===== src/rtl/dtk_defines.svh =====
// Register addresses, field positions, reset values and duty figures for the test/key bank
`ifndef DTK_DEFINES_SVH
`define DTK_DEFINES_SVH
`define DTK_ADDR_DISPLAY_TEST 8'h07
`define DTK_ADDR_KEY_DEBOUNCED 8'h08
`define DTK_ADDR_KEY_PRESSED 8'h0C
`define DTK_TEST_BIT 0
`define DTK_TEST_RESET 1'h0
`define DTK_KEYS_RESET 8'h00
`define DTK_TEST_DUTY 6'h1C
`define DTK_DUTY_STEPS 6'h3F
`define DTK_DIGITS 8
`endif


===== src/rtl/dtk_pkg.sv =====
// Types shared by the display test and key status bank
package dtk_pkg;
  typedef logic [7:0] dtk_byte_t;
  typedef enum logic {DTK_NORMAL, DTK_TEST} dtk_mode_e;
endpackage : dtk_pkg


===== src/rtl/dtk_key_tracker.sv =====
// Key debounce event tracker: latest scan snapshot and sticky debounced flags
`timescale 1ns/10ps
`default_nettype none
`include "dtk_defines.svh"
module dtk_key_tracker
  import dtk_pkg::*;
(
  // Clock and reset
  input wire logic clk_sys_i,
  input wire logic nrst_i,
  // Scan results
  input wire logic scan_done_i,
  input wire logic [7:0] scan_hits_i,
  // Read clear
  input wire logic clear_i,
  // Status
  output logic [7:0] pressed_o,
  output logic [7:0] debounced_o,
  output logic irq_o
);
  typedef struct packed {
    dtk_byte_t pressed;
    dtk_byte_t debounced;
    dtk_byte_t armed;
    logic irq;
  } dtk_trk_s;
  dtk_trk_s state_reg;
  dtk_trk_s state_next;
  dtk_byte_t fresh;

  always_comb begin
    state_next = state_reg;
    fresh = 8'h00;
    if (clear_i) begin
      state_next.debounced = `DTK_KEYS_RESET; // RULE9
      state_next.irq = 1'b0; // RULE9
    end
    if (scan_done_i) begin
      state_next.pressed = scan_hits_i; // RULE11
      // Only keys seen released since last report may fire again
      fresh = scan_hits_i & state_reg.armed; // RULE10
      state_next.armed = ~scan_hits_i; // RULE10
      // Set wins over a same-cycle read clear
      state_next.debounced = state_next.debounced | fresh; // RULE9
      if (fresh != 8'h00) begin
        state_next.irq = 1'b1; // RULE10
      end
    end
  end

  always_ff @(posedge clk_sys_i) begin
    if (!nrst_i) begin
      state_reg <= '{pressed: `DTK_KEYS_RESET, debounced: `DTK_KEYS_RESET,
                     armed: 8'hFF, irq: 1'b0};
    end else begin
      state_reg <= state_next;
    end
  end

  assign pressed_o = state_reg.pressed;
  assign debounced_o = state_reg.debounced;
  assign irq_o = state_reg.irq;
endmodule : dtk_key_tracker
`default_nettype wire


===== src/rtl/dtk_display_test_key_status.sv =====
// Display test override and key status register bank
// What this block does
// (RULE1) Two display states exist, and display test lights every driven LED output.
// (RULE2) Display test overrides all control and digit registers except the port setup, shutdown too, without altering them.
// (RULE3) The port setup stays in force during display test.
// (RULE4) Display test drives a fixed 28/64 duty whatever the intensity setting.
// (RULE5) Bit 0 of register 0x07 selects normal or display test; other bits are ignored.
// (RULE6) Key debounced register 0x08 holds key n in bit n.
// (RULE7) Key pressed register 0x0C holds key n in bit n.
// (RULE8) A bicolor digit is handled as two independent single-colour digits.
// (RULE9) Reading 0x08 clears it and the interrupt after returning data; unread bits accumulate.
// (RULE10) A held key is reported once and must be seen released before reporting again.
// (RULE11) 0x0C shows only the latest scan; reading clears nothing and writes are ignored.
// (RULE12) Writes to 0x08 are ignored.
// (RULE13) Display test resets to zero, normal operation.
// (RULE14) Reading 0x07 returns D0 with upper bits zero.
`timescale 1ns/10ps
`default_nettype none
`include "dtk_defines.svh"
module dtk_display_test_key_status
  import dtk_pkg::*;
(
  // Clock and reset
  input wire logic clk_sys_i,
  input wire logic nrst_i,
  // Register access from the serial decoder
  input wire logic [7:0] reg_addr_i,
  input wire logic [7:0] reg_wdata_i,
  input wire logic reg_wr_i,
  input wire logic reg_rd_i,
  output logic [7:0] reg_rdata_o,
  // Keyscan results
  input wire logic scan_done_i,
  input wire logic [7:0] scan_hits_i,
  // Normal display settings, per digit (bicolor halves are separate digits)
  input wire logic [`DTK_DIGITS-1:0][7:0] digit_segs_i,
  input wire logic [5:0] intensity_i,
  input wire logic shutdown_i,
  input wire logic [7:0] port_cfg_i,
  // Effective display drive
  output logic [`DTK_DIGITS-1:0][7:0] drive_segs_o,
  output logic [5:0] drive_duty_o,
  output logic drive_enable_o,
  output logic [7:0] port_cfg_o,
  output logic test_active_o,
  // Interrupt request from debounced keys
  output logic key_irq_o
);
  typedef struct packed {
    dtk_mode_e mode;
    dtk_byte_t rdata;
  } dtk_bank_s;
  dtk_bank_s state_reg;
  dtk_bank_s state_next;
  logic [7:0] pressed;
  logic [7:0] debounced;
  logic clr_debounced;

  function automatic logic hit(input logic [7:0] a, input logic [7:0] code);
    hit = (a == code);
  endfunction : hit

  // Clear takes effect on the same edge that captures the data, so the read returns the pre-clear value
  assign clr_debounced = reg_rd_i && hit(reg_addr_i, `DTK_ADDR_KEY_DEBOUNCED); // RULE9

  dtk_key_tracker u_keys (
    .clk_sys_i(clk_sys_i),
    .nrst_i(nrst_i),
    .scan_done_i(scan_done_i),
    .scan_hits_i(scan_hits_i),
    .clear_i(clr_debounced),
    .pressed_o(pressed),
    .debounced_o(debounced),
    .irq_o(key_irq_o)
  );

  always_comb begin
    state_next = state_reg;
    // Writes to key registers fall through untouched, RULE12: only 0x07 decodes a write
    if (reg_wr_i && hit(reg_addr_i, `DTK_ADDR_DISPLAY_TEST)) begin
      state_next.mode = reg_wdata_i[`DTK_TEST_BIT] ? DTK_TEST : DTK_NORMAL; // RULE5
    end
    if (reg_rd_i) begin
      case (reg_addr_i)
        `DTK_ADDR_DISPLAY_TEST: begin
          state_next.rdata = {7'h00, (state_reg.mode == DTK_TEST)}; // RULE14
        end
        `DTK_ADDR_KEY_DEBOUNCED: begin
          state_next.rdata = debounced; // RULE6
        end
        `DTK_ADDR_KEY_PRESSED: begin
          state_next.rdata = pressed; // RULE7
        end
        default: begin
          state_next.rdata = 8'h00;
        end
      endcase
    end
  end

  always_ff @(posedge clk_sys_i) begin
    if (!nrst_i) begin
      state_reg <= '{mode: DTK_NORMAL, rdata: 8'h00}; // RULE13
    end else begin
      state_reg <= state_next;
    end
  end

  always_comb begin
    if (state_reg.mode == DTK_TEST) begin
      drive_segs_o = '1; // RULE1 RULE8
      drive_duty_o = `DTK_TEST_DUTY; // RULE4
      drive_enable_o = 1'b1; // RULE2
    end else begin
      drive_segs_o = digit_segs_i; // RULE2 RULE8
      drive_duty_o = intensity_i;
      drive_enable_o = !shutdown_i;
    end
  end

  assign port_cfg_o = port_cfg_i; // RULE3
  assign test_active_o = (state_reg.mode == DTK_TEST);
  assign reg_rdata_o = state_reg.rdata;
endmodule : dtk_display_test_key_status
`default_nettype wire


===== config.mk =====
export PLATFORM = sky130hd
export DESIGN_NAME = dtk_display_test_key_status
export DESIGN_NICKNAME = d
export VERILOG_FILES = /design/src/rtl/dtk_pkg.sv /design/src/rtl/dtk_key_tracker.sv /design/src/rtl/dtk_display_test_key_status.sv
export VERILOG_INCLUDE_DIRS = /design/src /design/src/rtl
export SDC_FILE = /design/constraint.sdc
export NUM_CORES = 1
export LEC_CHECK = 0
export BUFFER_PORTS_ARGS = -buffer_cell sky130_fd_sc_hd__buf_4
export CAP_MARGIN = 20
export CORE_UTILIZATION = 25
export DETAILED_ROUTE_END_ITERATION = 7
export SETUP_SLACK_MARGIN = 0.4
export SLEW_MARGIN = 0
export SYNTH_ARGS = -nofsm -noshare
export SYNTH_HDL_FRONTEND = slang
export SYNTH_SLANG_ARGS = --single-unit

===== constraint.sdc =====
create_clock -name clk_sys_i -period 1.2 [get_ports clk_sys_i]
set_input_delay 0.06 -clock clk_sys_i [delete_from_list [all_inputs] [get_ports clk_sys_i]]
set_output_delay 0.06 -clock clk_sys_i [all_outputs]
set_load 0.01 [all_outputs]

==> flow_summary_export.csv <==
group,metric,value,unit
run_status,outcome,"finished, violations left",
run_status,failed_checks,"setup timing",
finish,layout_common_cells,"buf_4 (109), buf_6 (76), or2_4 (67)",
clocking,ctsRootBufferMaster,"clkbuf_8",
power_and_ir_drop,vdd_drop_max,835,uV
clocking,clock-sinks,34,
clocking,ctsHtreeMaxLevel,2,
worst_setup_path,r2r-start,"u_keys.debounced_o[0]$_SDFF_PN0_",
route,drt_iter0_drc,63,
job,cap_violations,0,
timing,hold_viol_final,0,
worst_setup_path,crit_path_max_fanout,27,
power_and_ir_drop,pwr_density_cell,815,nW/um2
hold_path,hold_class,"in -> reg",
worst_setup_path,r2r-end,"reg_rdata_o[0]$_SDFFE_PN0P_",
timing,finClkSkew,2.93,ps
die,die-height,89.5,um
clocking,hold_buffers,0,
route,drc_errors,0,
synthesis,yosys-top-cells-area,"dfxtp_1 (36%), or2_2 (22%), nand2_1 (6.9%)",
timing,slew_headroom,0.770,
placement,portBuffers,173,
route,first_pass_iters,4,
route,totalWireLength,8.14,mm
timing,finalCriticalPeriod,1260,ps
finish,fin_nets,521,
worst_setup_path,critPathCaptureType,"output pin",
die,core,7330,um2
grt,grt_pass1_vias,2156,
synthesis,ys_ff_latch,34,
hold_path,holdPathStages,3,
worst_setup_path,reg2regPathDepth,3,
synthesis,synth_cell_types,25,
hold_path,hold_end,"test_active_o$_SDFFE_PN0P_",
die,die_x,89.5,um
grt,grt_overflow,0,
grt,track_usage,0.195,
clocking,cts_buffers,5,
synthesis,yosys.area.top_type,"dfxtp_1",
finish,layout_commonest_cell,"buf_4",
finish,syn_to_final_growth,111,%
timing,rsz0062_at_grt,"true",
placement,gpl.final_weighted_congestion,0.737,
clocking,cts.clk_slew.worst_paths,60,ps
die,die_area,8010,um2
timing,finalSetupViolCount,67,
clocking,clk_latency,280,ps
clocking,clock_path_buffers,2,
power_and_ir_drop,report.power.total,3.29,mW
placement,dpl_cell_area,3450,um2
timing,slew_violations,0,
placement,dpl.cell_count,494,
power_and_ir_drop,p_leak,1.85,nW
finish,n_fill_cell,702,
route,wl_per_cell,15.9,um
clocking,cts_tree,"done",
finish,multi_input_area,1350,um2
synthesis,postSynthCellCount,241,
synthesis,synth_top_area_frac,0.356,
route,vias,2293,
timing,whs,18.1,ps
hold_path,min_from,"reg_wdata_i[0]",
timing,layout_setup_ws,-58.3,ps
synthesis,ys_seq_area_frac,0.356,
worst_setup_path,rrSetupSlack,300,ps
grt,antenna_found_initial,0,
timing,worstMarginPinSlew,344,ps
synthesis,syn_area_per_cell,7.94,um2
synthesis,syn_area,1910,um2
die,initial_core_util,0.261,
worst_setup_path,critPathRequiredTime,1140,ps
finish,drive_above_1_share,0.734,
worst_setup_path,start_kind,"flop",
grt,grt_pass1_wl,11.4,mm
worst_setup_path,crit_arrival,1200,ps
finish,layout.area.seq,709,um2
finish,postLayoutCoreUtil,0.551,
finish,finalInstanceArea,4040,um2
die,top_level_ports,197,
grt,grt_max_degree,37,
placement,hpwl,6.40,mm
synthesis,ys_warn_count,0,
finish,final_cells,512,
finish,diodes,0,
timing,timing.fmax,0.795,GHz
route,viasPerCell,4.48,
synthesis,synthesis.nets,349,
route,ant_nets,0,
worst_setup_path,criticalPathCategory,"reg -> out",
timing,fin_crit_sh,1.05,
die,row_count,31,
[area by class of cell]
type                    instances  area share
clock inverters                 1     0.00743
inverters                       7     0.00650
repair buffers                187       0.424
clock buffers                   6      0.0204
multi-input cells             178       0.335
flip-flops and latches         34       0.176
well taps                      99      0.0307
[power by group]
group          internal, mW  switching, mW  leakage [nW]
combinational         0.652          0.363          1.51
clock                 0.664          0.396        0.0573
sequential             1.19         0.0296         0.287
total                  2.50          0.789          1.85
[stage by stage]
step / TNS (ps) / setup WS (ps)
after floorplan: 0 / 266
after global placement: -301 / -35.0
after detailed placement: -470 / -60.7
after CTS: -2680 / -59.8
after global routing: -4420 / -82.1
final: -2360 / -58.3
[layer usage]
metal	vias up	global-route usage	share of wire
li1	1118	-	-
met1	1070	0.228	0.40
met2	99	0.356	0.51
met3	6	0.0609	0.089
met4	0	0.0274	0.0066
met5	-	0	0
[cells in the mapped netlist (all sizes together)]
master,number
inv,7
o22ai,16
or2,67
nand2,35
and2,7
and4b,1
nor4,1
a21boi,8
nand3,4
mux2i,7
nor2,2
clkbuf,12
o21ai,10
nand3b,1
nand2b,9
mux2,1
a22oi,1
nor2b,3
nand4,2
buf,12
dfxtp,34
nor3b,1
[worst max-delay path by stage]
stage                                from                               end  slack, ps  cells past startpoint
4_1_cts        test_active_o$_SDFFE_PN0P_                  drive_segs_o[29]        -60                      3
3_5_place_dp                reg_addr_i[5]  u_keys.debounced_o[6]$_SDFF_PN0_        -60                      5
3_3_place_gp                reg_addr_i[5]  u_keys.debounced_o[4]$_SDFF_PN0_        -40                      5
5_1_grt        test_active_o$_SDFFE_PN0P_                  drive_segs_o[36]        -80                      3
2_1_floorplan               reg_addr_i[5]  u_keys.debounced_o[0]$_SDFF_PN0_        270                      4
6_report       test_active_o$_SDFFE_PN0P_                  drive_segs_o[21]        -60                      3
[repair_timing]
item | in CTS | in global routing
cloned | 2 | 0
resized for setup | 94 | 19
buffers inserted | 8 | 1
pin swaps | 16 | 16
hold endpoints to repair | 0 | 0
endpoints found under the setup margin | 97 | 96
[critical path, cell delays in order (launching register included)]
cell and delay (ps):
dfxtp_4 370, buf_12 160, or2_4 260, buf_6 120
[logic make-up after synthesis]
group | share of synthesized area
AOI/OAI and AO/OA | 0.114
muxes | 0.0425
and+or+nand+nor | 0.408
DFF | 0.356
buffers and inverters | 0.0804
(Power assumes the default switching activity.)
